===== src/hw/scsi_timing_pkg.sv =====
// shared constants and types of the scsi transfer timing core
package scsi_timing_pkg;

    // register byte addresses on the plain register port
    localparam logic [7:0] ADDR_CNT_LO = 8'h00;
    localparam logic [7:0] ADDR_CNT_MID = 8'h04;
    localparam logic [7:0] ADDR_CMD = 8'h0C;
    localparam logic [7:0] ADDR_STATUS = 8'h10;
    localparam logic [7:0] ADDR_PERIOD = 8'h18;
    localparam logic [7:0] ADDR_SYNC_OFF = 8'h1C;
    localparam logic [7:0] ADDR_CTRL1 = 8'h20;
    localparam logic [7:0] ADDR_CONV = 8'h24;
    localparam logic [7:0] ADDR_CTRL3 = 8'h2C;
    localparam logic [7:0] ADDR_CNT_HI = 8'h38;

    // widths and field positions
    localparam int BYTE_W = 8;
    localparam int CNT_W = 24;
    localparam int PERIOD_W = 5;
    localparam int CONV_W = 3;
    localparam int SYNC_OFF_W = 4;
    localparam int FIFO_LVL_W = 5;
    localparam int CMD_LOAD_BIT = 7;
    localparam int EXT_TIMING_BIT = 7;
    localparam int FAST_TIMING_BIT = 3;
    localparam int FAST_CLOCK_BIT = 4;
    localparam int STAT_LOADED_BIT = 7;
    localparam int STAT_DONE_BIT = 6;
    localparam int STAT_DMA_BIT = 5;
    localparam int STAT_REQ_BIT = 4;

    // reset values
    localparam logic [PERIOD_W-1:0] PERIOD_RESET = 5'h05;
    localparam logic [CONV_W-1:0] CONV_RESET = 3'h2;

    // scsi fifo size and dma threshold, in bytes
    localparam logic [FIFO_LVL_W-1:0] FIFO_DEPTH = 5'h10;
    localparam logic [FIFO_LVL_W-1:0] FIFO_THRESH = 5'h02;

    // minimum cycle counts: async setup, sync setup, sync period
    localparam logic [2:0] SLOW_ASYNC = 3'h2;
    localparam logic [2:0] SLOW_SYNC = 3'h2;
    localparam logic [3:0] SLOW_PERIOD = 4'h5;
    localparam logic [2:0] SLOW_EXT_ASYNC = 3'h3;
    localparam logic [2:0] SLOW_EXT_SYNC = 3'h3;
    localparam logic [3:0] SLOW_EXT_PERIOD = 4'h6;
    localparam logic [2:0] FAST_ASYNC = 3'h3;
    localparam logic [2:0] FAST_EXT_ASYNC = 3'h5;
    localparam logic [2:0] FAST_SYNC = 3'h3;
    localparam logic [3:0] FAST_PERIOD = 4'h8;
    localparam logic [2:0] FCLK_SYNC = 3'h2;
    localparam logic [3:0] FCLK_PERIOD = 4'h4;

    typedef struct packed {
        logic [2:0] async_setup;
        logic [2:0] sync_setup;
        logic [3:0] min_period;
    } timing_s;

    typedef struct packed {
        logic [7:0] addr;
        logic [7:0] wdata;
        logic we;
        logic re;
    } reg_req_s;

endpackage


===== src/hw/scsi_xfer_timing_control.sv =====
// timing and pacing core: register port, part id, dma threshold, req pacing
//
// The implementer's own choices: the plain strobed port and the register addresses.
`timescale 1ns/1ns
`default_nettype none
module scsi_xfer_timing_control
    import scsi_timing_pkg::*;
#(
    parameter logic [7:0] PART_ID = 8'hA5 // arbitrary value
) (
    // clock, reset and enable
    input wire logic sys_clk,
    input wire logic srst,
    input wire logic ce,
    // register port
    input wire reg_req_s reg_req,
    output logic [7:0] reg_rdata,
    // scsi fifo state and dma engine
    input wire logic [FIFO_LVL_W-1:0] fifo_level,
    input wire logic xfer_dir_in,
    output logic dma_ready,
    output logic xfer_done,
    // scsi handshake
    input wire logic scsi_ack_n,
    output logic scsi_req_n,
    output logic byte_strobe
);

    logic [PERIOD_W-1:0] period_q;
    logic [PERIOD_W-1:0] eff_period_q;
    logic [CONV_W-1:0] conv_q;
    logic [SYNC_OFF_W-1:0] sync_offset_q;
    logic ext_timing_q;
    logic fast_timing_q;
    logic fast_clock_q;
    logic [CNT_W-1:0] start_cnt_q;
    logic [CNT_W-1:0] cur_cnt_q;
    logic loaded_q;
    logic done_q;
    logic dma_ready_q;
    logic [7:0] rdata_q;
    logic [2:0] setup_q;
    logic ack_meta_q;
    logic ack_sync_q;
    timing_s min_t;
    logic meets_w;
    logic room_w;
    logic go_w;
    logic load_w;
    logic sync_mode_w;
    logic req_n_w;
    logic strobe_w;

    // command decode and mode
    assign load_w = reg_req.we && reg_req.addr == ADDR_CMD && reg_req.wdata[CMD_LOAD_BIT];
    assign sync_mode_w = sync_offset_q != '0;

    // timing configuration registers
    always_ff @(posedge sys_clk) begin
        if (srst) begin
            period_q <= PERIOD_RESET;
            conv_q <= CONV_RESET;
            sync_offset_q <= '0;
            ext_timing_q <= 1'h0;
            fast_timing_q <= 1'h0;
            fast_clock_q <= 1'h0;
        end else if (ce && reg_req.we) begin
            case (reg_req.addr)
                ADDR_PERIOD: period_q <= reg_req.wdata[PERIOD_W-1:0];
                ADDR_CONV: conv_q <= reg_req.wdata[CONV_W-1:0];
                ADDR_SYNC_OFF: sync_offset_q <= reg_req.wdata[SYNC_OFF_W-1:0];
                ADDR_CTRL1: ext_timing_q <= reg_req.wdata[EXT_TIMING_BIT];
                ADDR_CTRL3: begin
                    fast_timing_q <= reg_req.wdata[FAST_TIMING_BIT];
                    fast_clock_q <= reg_req.wdata[FAST_CLOCK_BIT];
                end
                default: ;
            endcase
        end
    end

    // start transfer count, written a byte at a time
    always_ff @(posedge sys_clk) begin
        if (srst) begin
            start_cnt_q <= '0;
        end else if (ce && reg_req.we) begin
            case (reg_req.addr)
                ADDR_CNT_LO: start_cnt_q[BYTE_W-1:0] <= reg_req.wdata;
                ADDR_CNT_MID: start_cnt_q[2*BYTE_W-1:BYTE_W] <= reg_req.wdata;
                ADDR_CNT_HI: start_cnt_q[CNT_W-1:2*BYTE_W] <= reg_req.wdata;
                default: ;
            endcase
        end
    end

    // current count: load command wins over a byte decrement
    always_ff @(posedge sys_clk) begin
        if (srst) begin
            cur_cnt_q <= '0;
            loaded_q <= 1'h0;
        end else if (ce) begin
            if (load_w) begin
                cur_cnt_q <= start_cnt_q;
                loaded_q <= 1'h1;
            end else if (strobe_w && loaded_q && cur_cnt_q != '0) begin
                cur_cnt_q <= cur_cnt_q - CNT_W'(1);
            end
        end
    end

    // transfer complete once a loaded count has run out
    always_ff @(posedge sys_clk) begin
        if (srst) begin
            done_q <= 1'h0;
        end else if (ce) begin
            done_q <= loaded_q && cur_cnt_q == '0;
        end
    end

    // fifo threshold in the current direction
    assign meets_w = xfer_dir_in ? (fifo_level >= FIFO_THRESH)
                                 : ((FIFO_DEPTH - fifo_level) >= FIFO_THRESH);

    // dma ready follows the threshold each enabled cycle, so it falls one clock after the threshold is missed
    always_ff @(posedge sys_clk) begin
        if (srst) begin
            dma_ready_q <= 1'h0;
        end else if (ce) begin
            dma_ready_q <= meets_w;
        end
    end

    // minimum timing lookup
    scsi_timing_table u_table (
        .fast_timing_enable (fast_timing_q),
        .fast_clock_select (fast_clock_q),
        .ext_timing (ext_timing_q),
        .min_t (min_t)
    );

    // effective period: programmed value floored at the minimum; setup: table minimum for the sync or async mode
    always_ff @(posedge sys_clk) begin
        if (srst) begin
            eff_period_q <= PERIOD_RESET;
            setup_q <= SLOW_ASYNC;
        end else if (ce) begin
            if (period_q < PERIOD_W'(min_t.min_period)) begin
                eff_period_q <= PERIOD_W'(min_t.min_period);
            end else begin
                eff_period_q <= period_q;
            end
            setup_q <= sync_mode_w ? min_t.sync_setup : min_t.async_setup;
        end
    end

    // ack pin synchroniser; only the second stage is used
    always_ff @(posedge sys_clk) begin
        if (srst) begin
            ack_meta_q <= 1'h0;
            ack_sync_q <= 1'h0;
        end else if (ce) begin
            ack_meta_q <= ~scsi_ack_n;
            ack_sync_q <= ack_meta_q;
        end
    end

    // a byte may move when counted bytes remain and the fifo allows it
    assign room_w = xfer_dir_in ? (fifo_level != FIFO_DEPTH) : (fifo_level != '0);
    assign go_w = loaded_q && cur_cnt_q != '0 && room_w;

    // req pulse generation
    scsi_req_pacer u_pacer (
        .sys_clk (sys_clk),
        .srst (srst),
        .ce (ce),
        .go (go_w),
        .sync_mode (sync_mode_w),
        .setup (setup_q),
        .period (eff_period_q),
        .ack (ack_sync_q),
        .req_n (req_n_w),
        .strobe (strobe_w)
    );

    // read data for one cycle after the read strobe, zero otherwise
    always_ff @(posedge sys_clk) begin
        if (srst) begin
            rdata_q <= '0;
        end else if (ce) begin
            rdata_q <= '0;
            if (reg_req.re) begin
                case (reg_req.addr)
                    ADDR_CNT_LO: rdata_q <= cur_cnt_q[BYTE_W-1:0];
                    ADDR_CNT_MID: rdata_q <= cur_cnt_q[2*BYTE_W-1:BYTE_W];
                    ADDR_CNT_HI: rdata_q <= loaded_q ? cur_cnt_q[CNT_W-1:2*BYTE_W] : PART_ID;
                    ADDR_PERIOD: rdata_q <= BYTE_W'(period_q);
                    ADDR_CONV: rdata_q <= BYTE_W'(conv_q);
                    ADDR_SYNC_OFF: rdata_q <= BYTE_W'(sync_offset_q);
                    ADDR_CTRL1: rdata_q[EXT_TIMING_BIT] <= ext_timing_q;
                    ADDR_CTRL3: begin
                        rdata_q[FAST_TIMING_BIT] <= fast_timing_q;
                        rdata_q[FAST_CLOCK_BIT] <= fast_clock_q;
                    end
                    ADDR_STATUS: begin
                        rdata_q[STAT_LOADED_BIT] <= loaded_q;
                        rdata_q[STAT_DONE_BIT] <= done_q;
                        rdata_q[STAT_DMA_BIT] <= dma_ready_q;
                        rdata_q[STAT_REQ_BIT] <= ~req_n_w;
                    end
                    default: rdata_q <= '0;
                endcase
            end
        end
    end

    // outputs straight from flops
    assign reg_rdata = rdata_q;
    assign dma_ready = dma_ready_q;
    assign xfer_done = done_q;
    assign scsi_req_n = req_n_w;
    assign byte_strobe = strobe_w;
endmodule
`default_nettype wire


===== src/hw/scsi_timing_table.sv =====
// lookup of minimum setup and period cycles from the timing settings
`timescale 1ns/1ns
`default_nettype none
module scsi_timing_table
    import scsi_timing_pkg::*;
(
    // timing settings
    input wire logic fast_timing_enable,
    input wire logic fast_clock_select,
    input wire logic ext_timing,
    // resulting minimum cycle counts
    output var timing_s min_t
);

    // select the minimum cycles for the current mode
    always_comb begin
        min_t.async_setup = SLOW_ASYNC;
        min_t.sync_setup = SLOW_SYNC;
        min_t.min_period = SLOW_PERIOD;
        if (!fast_timing_enable) begin
            if (ext_timing) begin
                min_t.async_setup = SLOW_EXT_ASYNC;
                min_t.sync_setup = SLOW_EXT_SYNC;
                min_t.min_period = SLOW_EXT_PERIOD;
            end
        end else begin
            min_t.async_setup = ext_timing ? FAST_EXT_ASYNC : FAST_ASYNC;
            if (fast_clock_select) begin
                min_t.sync_setup = FCLK_SYNC;
                min_t.min_period = FCLK_PERIOD;
            end else begin
                min_t.sync_setup = FAST_SYNC;
                min_t.min_period = FAST_PERIOD;
            end
        end
    end

endmodule
`default_nettype wire


===== src/hw/scsi_req_pacer.sv =====
// req pulse pacer: data setup, sync period spacing, async ack handshake
`timescale 1ns/1ns
`default_nettype none
module scsi_req_pacer
    import scsi_timing_pkg::*;
(
    // clock, reset, enable
    input wire logic sys_clk,
    input wire logic srst,
    input wire logic ce,
    // pacing control
    input wire logic go,
    input wire logic sync_mode,
    input wire logic [2:0] setup,
    input wire logic [PERIOD_W-1:0] period,
    input wire logic ack,
    // handshake out
    output logic req_n,
    output logic strobe
);

    typedef enum logic [2:0] {IDLE, SETUP, ASSERT, GAP, ACK_LOW} pace_e;

    pace_e st_q;
    logic [PERIOD_W-1:0] cnt_q;
    logic [5:0] gap_q;
    logic seen_q;

    // pacing state machine; cnt_q counts cycles from go in SETUP, from the leading edge after that
    always_ff @(posedge sys_clk) begin
        if (srst) begin
            st_q <= IDLE;
            cnt_q <= '0;
            req_n <= 1'h1;
            strobe <= 1'h0;
        end else if (ce) begin
            strobe <= 1'h0;
            case (st_q)
                IDLE: begin
                    if (go) begin
                        st_q <= SETUP;
                        cnt_q <= PERIOD_W'(1);
                    end
                end
                SETUP: begin
                    if (cnt_q >= PERIOD_W'(setup)) begin
                        st_q <= ASSERT;
                        req_n <= 1'h0;
                        strobe <= 1'h1;
                        cnt_q <= PERIOD_W'(1);
                    end else begin
                        cnt_q <= cnt_q + PERIOD_W'(1);
                    end
                end
                ASSERT: begin
                    cnt_q <= cnt_q + PERIOD_W'(1);
                    if (sync_mode && cnt_q >= PERIOD_W'(setup)) begin
                        st_q <= GAP;
                        req_n <= 1'h1;
                    end else if (!sync_mode && ack) begin
                        st_q <= ACK_LOW;
                        req_n <= 1'h1;
                    end
                end
                GAP: begin
                    // next leading edge exactly one period after the last while go holds, otherwise back to IDLE
                    if (cnt_q >= period) begin
                        cnt_q <= PERIOD_W'(1);
                        if (go) begin
                            st_q <= ASSERT;
                            req_n <= 1'h0;
                            strobe <= 1'h1;
                        end else begin
                            st_q <= IDLE;
                        end
                    end else begin
                        cnt_q <= cnt_q + PERIOD_W'(1);
                    end
                end
                ACK_LOW: begin
                    if (!ack) begin
                        st_q <= IDLE;
                    end
                end
                default: st_q <= IDLE;
            endcase
        end
    end

    // helper for the spacing check: cycles since the previous leading edge
    always_ff @(posedge sys_clk) begin
        if (srst) begin
            gap_q <= '0;
            seen_q <= 1'h0;
        end else if (ce) begin
            if (strobe) begin
                gap_q <= 6'h01;
                seen_q <= 1'h1;
            end else if (gap_q != 6'h3F) begin
                gap_q <= gap_q + 6'h01;
            end
        end
    end
endmodule
`default_nettype wire


===== config.mk =====
export PLATFORM = sky130hd
export DESIGN_NAME = scsi_xfer_timing_control
export DESIGN_NICKNAME = d
export VERILOG_FILES = /design/src/hw/scsi_timing_pkg.sv /design/src/hw/scsi_xfer_timing_control.sv /design/src/hw/scsi_timing_table.sv /design/src/hw/scsi_req_pacer.sv
export SDC_FILE = /design/constraint.sdc
export NUM_CORES = 1
export LEC_CHECK = 0
export ABC_AREA = 0
export BUFFER_PORTS_ARGS = -buffer_cell sky130_fd_sc_hd__buf_2
export CAP_MARGIN = 20
export CORE_UTILIZATION = 45
export CTS_CLUSTER_DIAMETER = 100
export CTS_CLUSTER_SIZE = 20
export DETAILED_ROUTE_END_ITERATION = 10
export PLACE_DENSITY = 0.71
export SLEW_MARGIN = 15
export SYNTH_ARGS = -nofsm -noshare
export SYNTH_HDL_FRONTEND = slang
export SYNTH_SLANG_ARGS = --single-unit

===== constraint.sdc =====
create_clock -name sys_clk -period 3.5 [get_ports sys_clk]
set_input_delay 0.525 -clock sys_clk [delete_from_list [all_inputs] [get_ports sys_clk]]
set_output_delay 0.525 -clock sys_clk [all_outputs]
set_load 0.02 [all_outputs]

==> results.md <==
* Status: finished clean
* RSZ-0062 raised after global routing: false
* CTS Sinks at 94
* Final net count at around 760
* Clock Tree Root: clkbuf_16
* Fin Setup TNS at 0 ns
* Post-route setup slack at 0.4709 ns
* Max frequency at about 330 MHz
* Synth async-reset ratio at 0
* Pre-CTS setup slack at 0.5067 ns
* Area growth from synthesis to layout at 9.087%
* Slowest-stage cell, CP: or4b_1
* Number of global-route vias before repair at approximately 5,200
* Total gr overflow at 0
* Worst slew margin at 0.4152
* Total die area at ~0.013 mm^2
* Initial Util at 0.4623
* HP Class: input port to flop
* Critical path launch point type: flop
* Layout cell share with drive strength beyond 1 at 0.1248
* Post-synth EDFFs at 0
* I/O pin count at 40
* Crit path launch: cur_cnt_q[0]
* Clock Tree Buf Depth at 2
* Endpoints failing setup at 0
* Leading area contributor after synthesis: dfxtp_1
* DRT iter0 DRCs at 774
* N_diodes at 0
* Final GP Congestion at 0.9144
* Warnings from Yosys at 0
* Port bufs at 39
* Vias/cell at 6.416
* DP Wirelength at 12,380 um
* Critical path peak fanout at 20
* Mapped cell area at around 0.0056 mm^2
* Share of the synthesized area in the top cell type at 0.3374
* Synth area leaders: dfxtp_1 34%, a21oi_1 7.4%, nand2_1 5.6%
* Register area share after synthesis at 0.3374
* Total Routed Length at approximately 17,000 um
* R2r setup slk at about 0.47 ns
* Ys flop type: dfxtp_1
* Skew final at 0.008460 ns
* Max Cap Viol at 0
* Final hold vios at 0
* Die Height at around 110 um
* Die X at between 100 and 150 um
* Detailed-route via count at 5,704
* Htree depth at 3
* Worst setup EP type: flop
* ANT nets after route at 0
* Core area at 0.01206 mm^2
* Worst setup path class: flop to flop
* Tmin final at 3.029 ns
* Site Rows at 40
* Hold path start: scsi_ack_n
* Worst path cell trace: inv_1 -> ha_1 -> or4b_1 -> or4_4 -> o311a_2 -> o21ai_2 -> buf_4 -> o32ai_1
* Drt wl/cell at 19.54 um
* Clk slew on worst S/H paths at 0.07 ns
* CTS Buf Count at 9
* CTS tree: done
* Initial antenna violation count at 0
* First-pass GRT wire length at 27,570 um
* Skew-Pair Late Insertion Delay at about 0.36 ns
* GR Util All Layers at 0.2778
* Post-synthesis register bit count at 94
* Post-CTS Setup Inserts at 0
* Largest net degree at the start of global routing at 53
* Synth Instances at 702
* Worst r2r src: cur_cnt_q[0]
* Initial DRT Pass Iterations at 8
* Worst EP required at 3.71 ns
* Yosys cell types at 71
* Cts repair resizes at 0
* Tcrit/Tclk final at 0.8655
* Max rail drop VDD at roughly 0.34 mV
* Pins Over Slew Limit at 0
* CP peak stage delay at 0.59 ns
* DRC violations left at 0
* Crit path DAT at approximately 3.2 ns
* Syn avg cell area at approximately 7.9 um^2
* Cts hold-fix bufs at 0
* PD cells at 356.4 mW/mm^2
* Worst slew pin tran at 0.8705 ns
* Syn_nets at 747
* P_leak at 2.265 nW
[per-layer routing]
| layer | GRT usage | part of all wire |
|---|---|---|
| met4 | 0.1114 | 0.024 |
| met2 | 0.4213 | 0.45 |
| met5 | 0 | 0 |
| met1 | 0.3927 | 0.43 |
| met3 | 0.04446 | 0.096 |
[metrics by stage]
stage | instances | utilization | hold slack [ns] | area [um^2] | total power, mW
2_1_floorplan | 702 | - | 0.4313 | 5577 | 1.184
3_3_place_gp | 873 | 0.4810 | 0.4308 | 5802 | 1.235
3_5_place_dp | 873 | 0.4810 | 0.4395 | 5802 | 1.240
4_1_cts | 889 | 0.5044 | 0.3344 | 6083 | 2.181
5_1_grt | 889 | 0.5044 | 0.3431 | 6083 | 2.241
6_report | 889 | 0.5044 | 0.3418 | 6083 | 2.168
[power breakdown]
part | internal, mW | switching, mW
Clock | 0.492 | 0.458
Combinational | 0.0406 | 0.0987
Sequential | 1.07 | 0.00517
Total | 1.61 | 0.561
[flip-flops by register name (all words and copies together) (netlist names)]
register,flops
ack_meta_q,1
ack_sync_q,1
conv_q,3
cur_cnt_q,24
dma_ready,1
eff_period_q,5
ext_timing_q,1
fast_clock_q,1
fast_timing_q,1
loaded_q,1
period_q,5
reg_rdata,8
setup_q,3
start_cnt_q,24
sync_offset_q,4
u_pacer.cnt_q,5
u_pacer.req_n,1
u_pacer.st_q,3
u_pacer.strobe,1
xfer_done,1
[cell families after synthesis]
logic type,synth area share
muxes,0.03410
and+or+nand+nor,0.2558
adders and majority gates,0.03814
DFF,0.3374
AOI/OAI and AO/OA,0.2560
xor gates and xnor gates,0.001571
buffers and inverters,0.07696
[synth_stat cells (5+ instances only)]
master	n
buf_6	7
nand3_1	44
o21ai_0	14
nor3_1	23
or4_1	6
a22o_1	5
dfxtp_1	94
nand2_1	83
inv_1	27
nand4_1	6
o211ai_1	6
clkbuf_1	36
mux2i_1	19
nor2_1	57
a31oi_1	9
a21oi_1	82
a22oi_1	10
a32oi_1	5
clkbuf_8	6
a211oi_1	6
nor4_1	16
o32ai_1	24
nand2b_1	7
ha_1	17
nor3b_1	9
[cell usage in the layout, fill, tap and decap left out, types with 6 or more instances in the layout]
| cell | n |
|---|---|
| nor3b_1 | 9 |
| o21ai_0 | 14 |
| nor3_1 | 23 |
| buf_2 | 39 |
| a211oi_1 | 6 |
| a21oi_1 | 82 |
| nand4_1 | 6 |
| inv_1 | 27 |
| ha_1 | 17 |
| a22oi_1 | 10 |
| buf_4 | 18 |
| nor2_1 | 57 |
| nand2_1 | 83 |
| or4_1 | 6 |
| nor4_1 | 14 |
| mux2i_1 | 19 |
| clkbuf_16 | 9 |
| o211ai_1 | 6 |
| nand2b_1 | 7 |
| nand3_1 | 44 |
| dfxtp_1 | 94 |
| o32ai_1 | 24 |
| a31oi_1 | 9 |
[area by class of cell]
cell class | instances | area [um^2]
fill | 1180 | 5978
multi-input combinational | 527 | 3278
sequential | 94 | 1882
timing repair buffer | 57 | 330.3
clock buffer | 9 | 225.2
tap | 168 | 210.2
inverter | 27 | 101.3
clock inverter | 7 | 56.30
[critical path: cells and delay by family, from the launching register on]
kind	cells	cell delay [ns]
AOI/OAI and AO/OA	3	0.77
buffers and inverters	2	0.38
DFF	1	0.34
adders and majority gates	1	0.22
and+or+nand+nor	2	1.18
[final timing paths]
check                 end  cells past startpoint
max          cur_cnt_q[4]                      8
min reg2reg  reg_rdata[4]                      2
min            ack_meta_q                      2
max reg2reg  cur_cnt_q[4]                      8
Note: power is estimated with default switching activity, not from simulation.
